### config.mk
export PLATFORM = sky130hd
export DESIGN_NAME = hpi_top
export DESIGN_NICKNAME = d
export VERILOG_FILES = /design/src/core/hpi_pkg.sv /design/src/core/hpi_ram.sv /design/src/core/hpi_top.sv
export SDC_FILE = /design/constraint.sdc
export NUM_CORES = 1
export LEC_CHECK = 0
export CORE_MARGIN = 2
export CORE_UTILIZATION = 37
export DETAILED_ROUTE_END_ITERATION = 10
export DONT_BUFFER_PORTS = 1
export HOLD_SLACK_MARGIN = 0.1
export SYNTH_ARGS = -nofsm -noshare
export SYNTH_HDL_FRONTEND = slang
export SYNTH_SLANG_ARGS = --single-unit
### constraint.sdc
create_clock -name CLOCK -period 3.6 [get_ports CLOCK]
set_input_delay 0.54 -clock CLOCK [delete_from_list [all_inputs] [get_ports CLOCK]]
set_output_delay 0.54 -clock CLOCK [all_outputs]
set_load 0.02 [all_outputs]
### src/core/hpi_pkg.sv
package hpi_pkg;

	// host interface modes held in the control register
	localparam logic [1:0] MODE_HARDWARE = 2'h0;
	localparam logic [1:0] MODE_SERIAL = 2'h1;
	localparam logic [1:0] MODE_PAR_DIRECT = 2'h2;
	localparam logic [1:0] MODE_PAR_MUX = 2'h3;

	// register byte offsets
	localparam logic [3:0] OFS_CTRL = 4'h0;
	localparam logic [3:0] OFS_IRQ_STATUS = 4'h4;
	localparam logic [3:0] OFS_IRQ_MASK = 4'h8;
	localparam logic [3:0] OFS_STRAP_STATUS = 4'hc;

	// control fields
	localparam int CTRL_MODE_LSB = 0;
	localparam int CTRL_IRQ_DRIVE_HIGH = 2;
	localparam int CTRL_SOFT_RESET = 3;
	localparam logic [1:0] CTRL_MODE_RESET = MODE_HARDWARE;

	// interrupt source bits
	localparam int IRQ_BITS = 3;
	localparam int IRQ_READ_DONE = 0;
	localparam int IRQ_WRITE_DONE = 1;
	localparam int IRQ_STRAP_CHANGE = 2;
	localparam logic [2:0] IRQ_MASK_RESET = 3'h0;

	// strap status fields
	localparam int STRAP_TERM_OFF_BIT = 16;

	// pad comparator level codes of a three-level strap
	localparam logic [1:0] LVL_LOW = 2'h0;
	localparam logic [1:0] LVL_MID = 2'h1;

	// decoded loopback selections
	localparam logic [1:0] LB_NONE = 2'h0;
	localparam logic [1:0] LB_REMOTE = 2'h1;
	localparam logic [1:0] LB_ANALOG = 2'h2;

	// timing
	localparam int CLK_PERIOD_NS = 8;
	localparam int DEBOUNCE_NS = 10000;
	localparam int DEBOUNCE_CYCLES = (DEBOUNCE_NS + CLK_PERIOD_NS - 1) / CLK_PERIOD_NS;

	// host port geometry
	localparam int HOST_AW = 6;
	localparam int HOST_DW = 8;
	localparam int CHANNELS = 8;

	typedef struct packed {
		logic we;
		logic [HOST_AW-1:0] addr;
		logic [HOST_DW-1:0] wdata;
	} hpi_ram_req_t;

	typedef enum logic [2:0] {
		HP_IDLE = 3'b001,
		HP_READ = 3'b010,
		HP_ACK = 3'b100
	} hpi_host_state_t;

endpackage : hpi_pkg

### src/core/hpi_ram.sv
`timescale 1ns/1ns
`default_nettype none

// byte store behind the parallel host port, registered read data
module hpi_ram
	import hpi_pkg::*;
(
	// clock
	input wire logic clk,
	// access
	input wire hpi_ram_req_t req,
	output logic [HOST_DW-1:0] rdata
);

	logic [HOST_DW-1:0] mem [2**HOST_AW];

	always_ff @(posedge clk)
	begin
		if (req.we)
		begin
			mem[req.addr] <= req.wdata;
		end
		rdata <= mem[req.addr];
	end

endmodule : hpi_ram

`default_nettype wire

### src/core/hpi_top.sv
// Behaviour
// - strobe mode: ack low when read/write done
// - hardware mode: termination-off strap disables rx termination
// - interrupt pin low on any enabled event
// - idle interrupt pin driven high or floating, floating default
// - software reset disables every interrupt source
// - direct mode: data pins form bidirectional bus
// - mux mode: address from six low bits only
// - hardware mode: loopback strap low remote, mid none, high analog
`timescale 1ns/1ns
`default_nettype none

module hpi_top
	import hpi_pkg::*;
#(
	parameter int DEBOUNCE_LEN = DEBOUNCE_CYCLES
)
(
	// clock and reset
	input wire logic CLOCK,
	input wire logic SYS_RST,
	// wishbone slave
	input wire logic WB_CYC_I,
	input wire logic WB_STB_I,
	input wire logic WB_WE_I,
	input wire logic [3:0] WB_ADR_I,
	input wire logic [3:0] WB_SEL_I,
	input wire logic [31:0] WB_DAT_I,
	output logic [31:0] WB_DAT_O,
	output logic WB_ACK_O,
	// parallel host strobes
	input wire logic HOST_DS_N,
	input wire logic HOST_RW,
	input wire logic HOST_AS_N,
	input wire logic [HOST_AW-1:0] HOST_ADDR,
	output logic TRANSFER_ACK_N,
	// shared data pins
	input wire logic [HOST_DW-1:0] DATA_IN,
	output logic [HOST_DW-1:0] DATA_OUT,
	output logic DATA_OE_N,
	// straps
	input wire logic [2*CHANNELS-1:0] LOOPBACK_STRAP_LVL,
	input wire logic RX_TERMINATION_OFF,
	output logic [2*CHANNELS-1:0] LOOPBACK_MODE,
	output logic RX_TERM_OFF,
	// interrupt
	output logic IRQ_OUT_N,
	output logic IRQ_OUT_OE_N,
	output logic IRQ
);

	localparam int NSTRAP = CHANNELS + 1;

	if (DEBOUNCE_LEN < 1 || DEBOUNCE_LEN > 65535)
	begin : g_bad_debounce
		$error("debounce length out of range");
	end

	// register file and bus slave
	logic [1:0] mode_reg, mode_next;
	logic drive_high_reg, drive_high_next;
	logic [IRQ_BITS-1:0] status_reg, status_next;
	logic [IRQ_BITS-1:0] mask_reg, mask_next;
	logic wb_ack_reg, wb_ack_next;
	logic [31:0] wb_dat_reg, wb_dat_next;
	logic irq_reg, irq_next;
	logic irq_pin_reg, irq_pin_next;
	logic irq_oe_n_reg, irq_oe_n_next;
	logic [IRQ_BITS-1:0] events;
	logic [31:0] strap_word;
	logic wr_fire;

	// host port
	hpi_host_state_t state_reg, state_next;
	logic ds_d_reg, as_d_reg;
	logic [HOST_AW-1:0] mux_addr_reg, mux_addr_next;
	logic [HOST_AW-1:0] cur_addr_reg, cur_addr_next;
	logic ack_n_reg, ack_n_next;
	logic [HOST_DW-1:0] dout_reg, dout_next;
	logic doe_n_reg, doe_n_next;
	logic rd_done, wr_done;
	logic parallel;
	hpi_ram_req_t ram_req;
	logic [HOST_DW-1:0] ram_rdata;

	// straps
	logic [1:0] strap_raw [NSTRAP];
	logic [1:0] strap_stable [NSTRAP];
	logic [2*CHANNELS-1:0] lb_next;
	logic lb_change;
	logic [2*CHANNELS-1:0] lb_reg;
	logic term_reg, term_next;

	assign parallel = (mode_reg == MODE_PAR_DIRECT) || (mode_reg == MODE_PAR_MUX);
	assign wr_fire = WB_CYC_I && WB_STB_I && WB_WE_I && !wb_ack_reg && WB_SEL_I[0];
	assign strap_word = {15'h0000, term_reg, lb_reg};
	assign events = {lb_change, wr_done, rd_done};

	always_comb
	begin
		mode_next = mode_reg;
		drive_high_next = drive_high_reg;
		mask_next = mask_reg;
		status_next = status_reg;
		wb_dat_next = wb_dat_reg;
		wb_ack_next = WB_CYC_I && WB_STB_I && !wb_ack_reg;
		if (wr_fire && WB_ADR_I == OFS_CTRL)
		begin
			mode_next = WB_DAT_I[CTRL_MODE_LSB +: 2];
			drive_high_next = WB_DAT_I[CTRL_IRQ_DRIVE_HIGH];
		end
		if (wr_fire && WB_ADR_I == OFS_IRQ_MASK)
		begin
			mask_next = WB_DAT_I[IRQ_BITS-1:0];
		end
		if (wr_fire && WB_ADR_I == OFS_IRQ_STATUS)
		begin
			status_next = status_reg & ~WB_DAT_I[IRQ_BITS-1:0];
		end
		if (wr_fire && WB_ADR_I == OFS_CTRL && WB_DAT_I[CTRL_SOFT_RESET])
		begin
			mask_next = IRQ_MASK_RESET;
			status_next = '0;
		end
		status_next = status_next | events;
		if (WB_CYC_I && WB_STB_I && !wb_ack_reg)
		begin
			case (WB_ADR_I)
				OFS_CTRL: wb_dat_next = {28'h0000000, 1'b0, drive_high_reg, mode_reg};
				OFS_IRQ_STATUS: wb_dat_next = {29'h00000000, status_reg};
				OFS_IRQ_MASK: wb_dat_next = {29'h00000000, mask_reg};
				OFS_STRAP_STATUS: wb_dat_next = strap_word;
				default: wb_dat_next = 32'h00000000;
			endcase
		end
		irq_next = |(status_reg & mask_reg);
		irq_pin_next = !irq_next;
		irq_oe_n_next = !(irq_next || drive_high_reg);
	end

	always_ff @(posedge CLOCK)
	begin
		if (SYS_RST)
		begin
			mode_reg <= CTRL_MODE_RESET;
			drive_high_reg <= 1'b0;
			mask_reg <= IRQ_MASK_RESET;
			status_reg <= '0;
			wb_ack_reg <= 1'b0;
			wb_dat_reg <= 32'h00000000;
			irq_reg <= 1'b0;
			irq_pin_reg <= 1'b1;
			irq_oe_n_reg <= 1'b1;
		end
		else
		begin
			mode_reg <= mode_next;
			drive_high_reg <= drive_high_next;
			mask_reg <= mask_next;
			status_reg <= status_next;
			wb_ack_reg <= wb_ack_next;
			wb_dat_reg <= wb_dat_next;
			irq_reg <= irq_next;
			irq_pin_reg <= irq_pin_next;
			irq_oe_n_reg <= irq_oe_n_next;
		end
	end

	// parallel host port state machine
	always_comb
	begin
		state_next = state_reg;
		mux_addr_next = mux_addr_reg;
		cur_addr_next = cur_addr_reg;
		ack_n_next = ack_n_reg;
		dout_next = dout_reg;
		doe_n_next = doe_n_reg;
		rd_done = 1'b0;
		wr_done = 1'b0;
		ram_req.we = 1'b0;
		ram_req.addr = cur_addr_reg;
		ram_req.wdata = DATA_IN;
		if (mode_reg == MODE_PAR_MUX && as_d_reg && !HOST_AS_N)
		begin
			mux_addr_next = DATA_IN[HOST_AW-1:0];
		end
		case (state_reg)
			HP_IDLE:
			begin
				if (parallel && ds_d_reg && !HOST_DS_N)
				begin
					cur_addr_next = (mode_reg == MODE_PAR_MUX) ? mux_addr_reg : HOST_ADDR;
					ram_req.addr = cur_addr_next;
					if (HOST_RW)
					begin
						state_next = HP_READ;
					end
					else
					begin
						ram_req.we = 1'b1;
						ack_n_next = 1'b0;
						wr_done = 1'b1;
						state_next = HP_ACK;
					end
				end
			end
			HP_READ:
			begin
				dout_next = ram_rdata;
				doe_n_next = 1'b0;
				ack_n_next = 1'b0;
				rd_done = 1'b1;
				state_next = HP_ACK;
			end
			HP_ACK:
			begin
				if (HOST_DS_N || !parallel)
				begin
					ack_n_next = 1'b1;
					doe_n_next = 1'b1;
					state_next = HP_IDLE;
				end
			end
			default:
			begin
				ack_n_next = 1'b1;
				doe_n_next = 1'b1;
				state_next = HP_IDLE;
			end
		endcase
	end

	always_ff @(posedge CLOCK)
	begin
		if (SYS_RST)
		begin
			state_reg <= HP_IDLE;
			ds_d_reg <= 1'b1;
			as_d_reg <= 1'b1;
			mux_addr_reg <= '0;
			cur_addr_reg <= '0;
			ack_n_reg <= 1'b1;
			dout_reg <= '0;
			doe_n_reg <= 1'b1;
		end
		else
		begin
			state_reg <= state_next;
			ds_d_reg <= HOST_DS_N;
			as_d_reg <= HOST_AS_N;
			mux_addr_reg <= mux_addr_next;
			cur_addr_reg <= cur_addr_next;
			ack_n_reg <= ack_n_next;
			dout_reg <= dout_next;
			doe_n_reg <= doe_n_next;
		end
	end

	hpi_ram u_ram (
		.clk(CLOCK),
		.req(ram_req),
		.rdata(ram_rdata)
	);

	// strap synchroniser and debounce per strap
	for (genvar i = 0; i < NSTRAP; i++)
	begin : g_strap
		logic [1:0] s1_reg, s2_reg, cand_reg, cand_next, stab_reg, stab_next;
		logic [15:0] cnt_reg, cnt_next;
		// termination strap idles low, loopback straps idle at mid supply
		localparam logic [1:0] RST_LVL = (i < CHANNELS) ? LVL_MID : LVL_LOW;
		if (i < CHANNELS)
		begin : g_lb
			assign strap_raw[i] = LOOPBACK_STRAP_LVL[2*i +: 2];
		end
		else
		begin : g_term
			assign strap_raw[i] = {1'b0, RX_TERMINATION_OFF};
		end
		assign strap_stable[i] = stab_reg;
		always_comb
		begin
			cand_next = cand_reg;
			cnt_next = cnt_reg;
			stab_next = stab_reg;
			if (s2_reg != cand_reg)
			begin
				cand_next = s2_reg;
				cnt_next = 16'h0000;
			end
			else if (cnt_reg == 16'(DEBOUNCE_LEN - 1))
			begin
				stab_next = cand_reg;
			end
			else
			begin
				cnt_next = cnt_reg + 16'h0001;
			end
		end
		always_ff @(posedge CLOCK)
		begin
			if (SYS_RST)
			begin
				s1_reg <= RST_LVL;
				s2_reg <= RST_LVL;
				cand_reg <= RST_LVL;
				stab_reg <= RST_LVL;
				cnt_reg <= 16'h0000;
			end
			else
			begin
				s1_reg <= strap_raw[i];
				s2_reg <= s1_reg;
				cand_reg <= cand_next;
				stab_reg <= stab_next;
				cnt_reg <= cnt_next;
			end
		end
	end

	// strap decode, applied only in hardware mode
	always_comb
	begin
		lb_next = '0;
		for (int c = 0; c < CHANNELS; c++)
		begin
			if (mode_reg != MODE_HARDWARE)
			begin
				lb_next[2*c +: 2] = LB_NONE;
			end
			else if (strap_stable[c] == LVL_LOW)
			begin
				lb_next[2*c +: 2] = LB_REMOTE;
			end
			else if (strap_stable[c] == LVL_MID)
			begin
				lb_next[2*c +: 2] = LB_NONE;
			end
			else
			begin
				lb_next[2*c +: 2] = LB_ANALOG;
			end
		end
		term_next = (mode_reg == MODE_HARDWARE) && strap_stable[CHANNELS][0];
		lb_change = (lb_next != lb_reg) || (term_next != term_reg);
	end

	always_ff @(posedge CLOCK)
	begin
		if (SYS_RST)
		begin
			lb_reg <= '0;
			term_reg <= 1'b0;
		end
		else
		begin
			lb_reg <= lb_next;
			term_reg <= term_next;
		end
	end

	assign WB_DAT_O = wb_dat_reg;
	assign WB_ACK_O = wb_ack_reg;
	assign TRANSFER_ACK_N = ack_n_reg;
	assign DATA_OUT = dout_reg;
	assign DATA_OE_N = doe_n_reg;
	assign LOOPBACK_MODE = lb_reg;
	assign RX_TERM_OFF = term_reg;
	assign IRQ_OUT_N = irq_pin_reg;
	assign IRQ_OUT_OE_N = irq_oe_n_reg;
	assign IRQ = irq_reg;

endmodule : hpi_top

`default_nettype wire

# Word level (Yosys, flattened, before mapping)
# Memories as Yosys holds them, arrays and structs flattened. A register that Yosys moved wholly into a read port is not among the register bits.
# Cells that the tools add are included.
[word_totals]
ff_bits = 304
ram_bits = 512
input_bits = 79
elab_cells = 232
n_memories = 1
[mem_list]
columns = ["name", "words", "width", "rd", "rd_ports_with_merged_regs", "write_ports", "line_no", "text"]
rows = [
  ["u_ram.mem", 64, 8, 1, 1, 1, "hpi_ram.sv:15", "logic [HOST_DW-1:0] mem [2**HOST_AW];"],
]
[classes]
add_sub_neg = 9
eq_ne = 39
n_mux = 45
n_bitwise = 14
reduce_logical = 59
[ops]
columns = ["cell", "n"]
rows = [
  ["adder 16 x 1 -> 16 bit, second input constant", 9],
  ["equality test 16 x 11 -> 1 bit, second input constant", 9],
  ["one-hot mux 17 bit (4 select lines)", 1],
  ["two-way mux 2 bit", 24],
  ["AND reduction 2 bit", 12],
  ["OR reduction 2 bit", 10],
  ["logical NOT 2 bit", 9],
  ["!= test 2 bit", 9],
  ["equality test 2 x 1 -> 1 bit, second input constant", 8],
  ["!= test 16 bit", 1],
  ["two-way mux 3 bit", 5],
  ["logical AND 1 bit", 14],
  ["two-way mux 7 bit", 2],
  ["inverter 1 bit", 10],
  ["two-way mux 1 bit", 9],
  ["one-hot mux 3 bit (3 select lines)", 1],
  ["equality test 4 bit, second input constant", 2],
  ["AND 3 bit", 2],
  ["logical NOT 1 bit", 6],
  ["two-way mux 6 bit", 1],
  ["!= test 2 bit, second input constant", 3],
  ["one-hot mux 1 bit (3 select lines)", 2],
  ["equality test 2 bit, second input constant", 2],
  ["equality test 4 x 3 -> 1 bit, second input constant", 1],
  ["11 further kinds", 14],
]

# Logic depth before layout (Yosys ltp)
[logic_depth]
depth_word = 8
depth_mapped = 13
ltp_nobuf = 8

# By module
# From an unflattened synthesis, not the netlist that was laid out.
[unflattened]
hier_cells = 2511
area_unflattened_um2 = 32273.5
[modules_own_cells]
columns = ["module", "n_inst", "cells_per_inst", "area_each_um2", "seq_area_each_um2"]
rows = [
  ["hpi_ram", 1, 1195, 20334.5, 15534.9],
  ["hpi_top", 1, 1316, 11939.0, 5725.5],
]

# Worst setup path after synthesis
# No wires, ideal clock.
[synth_path]
path_kind = "input -> register"
from = "in HOST_DS_N"
to = "mem u_ram.mem[12][0], enable pin"
setup_time_ps = 371
t_arrival_ps = 2940
slack_ps = 290
path_stages = 10
path_cell_list = "and3b_1 > clkbuf_1 > a21o_1 > and2_1 > clkbuf_1 > buf_2 > clkbuf_1 > clkbuf_1 > nand3_1 > nor2_1"
[synth_via]
elab_chain_cells = 6
[synth_lines]
columns = ["element", "line_no", "text"]
rows = [
  ["from (decl)", "hpi_top.sv:32", "input wire logic HOST_DS_N,"],
  ["logical NOT 1 bit (*)", "hpi_top.sv:190", "if (parallel && ds_d_reg && !HOST_DS_N)"],
  ["logical AND 1 bit (*)", "hpi_top.sv:190", ""],
  ["two-way mux 7 bit (*)", "hpi_top.sv:190", ""],
  ["two-way mux 7 bit (*)", "hpi_top.sv:187", "case (state_reg)"],
  ["two-way mux 1 bit", "hpi_ram.sv:19", "if (req.we)"],
  ["two-way mux 1 bit (not written as such)", "hpi_ram.sv:21", "mem[req.addr] <= req.wdata;"],
  ["to (decl)", "hpi_ram.sv:15", ""],
]
# Mark *: on every way between the ends. The rest lies on a longest branch, timed or not.

# Final worst setup path
[layout_path]
from = "reg state_reg[0]"
to = "mem u_ram.mem[25][4], enable pin"
[layout_via]
elab_chain_cells = 4
[layout_lines]
columns = ["element", "line_no", "text"]
rows = [
  ["from (decl)", "hpi_top.sv:74", "hpi_host_state_t state_reg, state_next;"],
  ["from (signal assigned)", "hpi_top.sv:248", "state_reg <= state_next;"],
  ["equality test 3 x 1 -> 1 bit (*)", "hpi_top.sv:187", ""],
  ["two-way mux 7 bit (*)", "hpi_top.sv:187", ""],
  ["two-way mux 1 bit", "hpi_ram.sv:19", ""],
  ["two-way mux 1 bit (not written as such)", "hpi_ram.sv:21", ""],
]
# Marked as above.

==> results.md <==
- Delay-heaviest family, CP: simple AND/OR/NAND/NOR gates
- DRT antenna net count: 0
- Syn avg cell area: 13.2 sq um
- Max stage delay on crit path: 0.86 ns
- Synth Flop Type: edfxtp_1
- Power Density: 501 nW/um^2
- Max-cap violations: 0
- CP Launch Type: flip-flop
- Pin count of the biggest net entering global routing: 124
- Total gr overflow: 0
- CTS tree: done
- Layout cells sized above 1: 0.176
- Setup_tns: 0 ns
- Switching part of the total power: 0.211
- CP max-delay cell: or4_1
- Max reg flops: between 500 and 600
- Clock-pin slew on the worst setup and hold paths: 0.06 ns
- Final nets: between 2000 and 3000
- Worst Skew: ~0.027 ns
- Final Slew Violations: 0
- Chip height: 297 microns
- VDD IR-drop max: between 300 and 400 uV
- R2r startpoint: state_reg[0]$_SDFFE_PP1P_
- Synthesis-to-finish area growth: 17.2%
- Clock network fraction of design power: 0.440
- Synth warnings: 0
- Sequential share of power: 0.533
- Initial Util: 0.373
- FF-to-FF path depth: 9
- H-tree depth: 3
- WHS: between 0.15 and 0.2 ns
- Worst Hold Class: in2reg
- Setup violations, final: 0
- Std cell rows: between 100 and 150
- Worst-Skew Late Latency: 0.63 ns
- Fmax: 0.283 GHz
- # diodes: 0
- Port Buffer Count: 0
- Power Internal: 14.7 mW
- Final period util: 0.980
- Comb power frac: 0.027
- Final Hold Fails: 0
- Worst-Margin Slew: 0.970 ns
- Synthesized area: 31800 sq um
- Synth cell types: 64
- IO Pins: 142
- Initial antenna violation count: 2
- Most common cell on crit path: buf_4
- DR DRC count: 0
- Average vias per placed instance: 5.40
- Hold Crit Depth: 3
- CTS Root Cell: clkbuf_16
- GRT Total Usage: 0.181
- P_leak: about 12 nW
- Critical Path RT: 3.92 ns
- Wire per inst: 21.5 microns
- WHS Endpoint: status_reg[0]$_SDFF_PP0_
- Worst-path fanout max: 20
- Via count: between 20000 and 25000
- Vias in the first global route: about 20000
- Metal2 WL: between 30 and 40 mm
- HPWL after DPL: 52.0 mm
- Met3 routed WL: 7.07 mm
- FF+latch count, synth: 806
- Max_slew headroom: 0.349
- Synth async-reset ratio: 0
- # clock sinks: 806
- Critical path type: reg2reg
- RePlAce Congestion: 0.869
- Metal-1 WL: 34.3 mm
- Number of iterations in the first detailed-routing pass: 7
- Post-Syn Instances: roughly 2400
- Reg2Reg Capture Point: u_ram.mem[25][4]$_DFFE_PP_
- CORE AREA: 85100 sq um
- Status: complete, no violations
- WP buf/inv: 4
- Min-delay src: WB_DAT_I[3]
- Die area: 88300 sq um
- Element type at the critical path end: flip-flop
- Chip Width: 297 microns
- Fin crit period: between 3 and 4 ns
- Initial DRC count: 1991
- CTS max path bufs: 3
- EDFF count, synth: approximately 510
- DR top layer: met5
- Total CTS buffers: 83
- Sequential area share after synthesis: 0.669
- Crit path DAT: 3.85 ns
- R2R setup slack: ~0.07 ns
- Switch Pwr: 3.93 mW
- WP depth: 9
- Cells traversed along the worst timing path: or3b_1, a2111oi_4, buf_4, nor2_4, buf_12, or4_1, buf_4, nor2_1, buf_4
- Wire length of the first global-routing pass: approximately 120 mm
- WL final: about 81 mm
area by class of cell:
class	instances	area [sq um]
clock inverters	38	293
clock buffers	111	2290
well taps	1144	1430
repair buffers	205	1950
multi-input cells	1467	9990
fillers	7648	47900
inverters	14	52.6
flip-flops and latches	806	21300
synthesized netlist by cell type (all sizes together) (40+ instances only):
cell type	n	area share
edfxtp	512	0.48
clkbuf	77	0.0091
nor3	53	0.0083
xnor2	67	0.018
xor2	81	0.022
mux2	48	0.017
dfxtp	294	0.19
nand4	40	0.0079
mux2i	60	0.019
nand3	74	0.012
mux4	56	0.040
nand2	144	0.017
buf	51	0.0095
o21ai	49	0.0077
a21oi	65	0.010
nor2	345	0.041
a22oi	53	0.013
per-stage QoR:
stage | setup WS [ns] | instance area, sq um | total power, mW | utilization | instances
after global placement | 0.0120 | 34100 | 10.5 | 0.401 | 3597
after floorplan | 0.290 | 31800 | 10.4 | - | 2415
after detailed placement | -0.0168 | 34100 | 10.5 | 0.401 | 3597
after global routing | -0.0231 | 37300 | 19.3 | 0.438 | 3785
final | 0.0713 | 37300 | 18.7 | 0.438 | 3785
after CTS | 0.00660 | 37200 | 18.9 | 0.437 | 3781
routing by layer:
metal  GRT usage  vias to the layer above
met5           0                        -
met3      0.0493                      164
met2       0.284                      788
met1       0.245                    10207
li1            -                     9258
met4      0.0584                        4
how the worst max path moves through the flow:
stage | startpoint | endpoint | slack, ns
2_1_floorplan | HOST_DS_N | u_ram.mem[12][0]$_DFFE_PP_ | 0.29
3_3_place_gp | HOST_DS_N | u_ram.rdata[0]$_DFF_P_ | 0.01
3_5_place_dp | HOST_DS_N | u_ram.rdata[0]$_DFF_P_ | -0.02
4_1_cts | mode_reg[1]$_SDFFE_PP0N_ | u_ram.rdata[0]$_DFF_P_ | 0.007
5_1_grt | state_reg[0]$_SDFFE_PP1P_ | u_ram.rdata[0]$_DFF_P_ | -0.02
6_report | state_reg[0]$_SDFFE_PP1P_ | u_ram.mem[25][4]$_DFFE_PP_ | 0.07
kinds of logic after synthesis:
family	after synthesis	synth area share
AND/OR/NAND/NOR	812	0.119
flip-flops	806	0.669
AO/OA/AOI/OAI	310	0.0680
multiplexers	164	0.0756
XOR/XNOR	148	0.0408
buffers and inverters	142	0.0203
adder cells (fa/ha/maj)	18	0.00709
other	1	0.000118
cell usage in the layout (no fill, tap or decap), types with 19 or more instances in the layout:
cell type,instances
mux4_2,56
a21oi_1,65
nor3_1,53
o21ai_0,48
clkbuf_16,84
nand3_1,74
dfxtp_1,294
mux2i_1,60
a22oi_1,53
edfxtp_1,512
mux2_2,48
nor2b_1,36
dlygate4sd3_1,26
nor2_1,340
nand4_1,40
or2_2,37
xnor2_1,67
xor2_1,81
nand2_1,143
a221oi_1,28
buf_4,157
and3_1,19
worst register-to-register path: stages (launching register included):
cell and delay (ns):
dfxtp_1 0.44, or3b_1 0.52, a2111oi_4 0.30, buf_4 0.23, nor2_4 0.08, buf_12 0.16, or4_1 0.86, buf_4 0.31
nor2_1 0.11, buf_4 0.20
power groups by stage:
stage               clock network, mW  registers [mW]  logic, mW
floorplan                           0            10.1      0.300
global placement                    0            10.1      0.317
detailed placement                  0            10.1      0.328
CTS                              8.41            9.95      0.505
global route                     8.76            9.95      0.557
finish                           8.22            9.95      0.505
what timing repair did:
action / in CTS / in global routing
resized for setup: 0 / 5
buffers inserted: 0 / 4
hold buffers: 35 / 0
setup endpoints to repair: 0 / 38
hold endpoints to repair: 637 / 0
No activity file was read; power rests on OpenSTA's default activity.
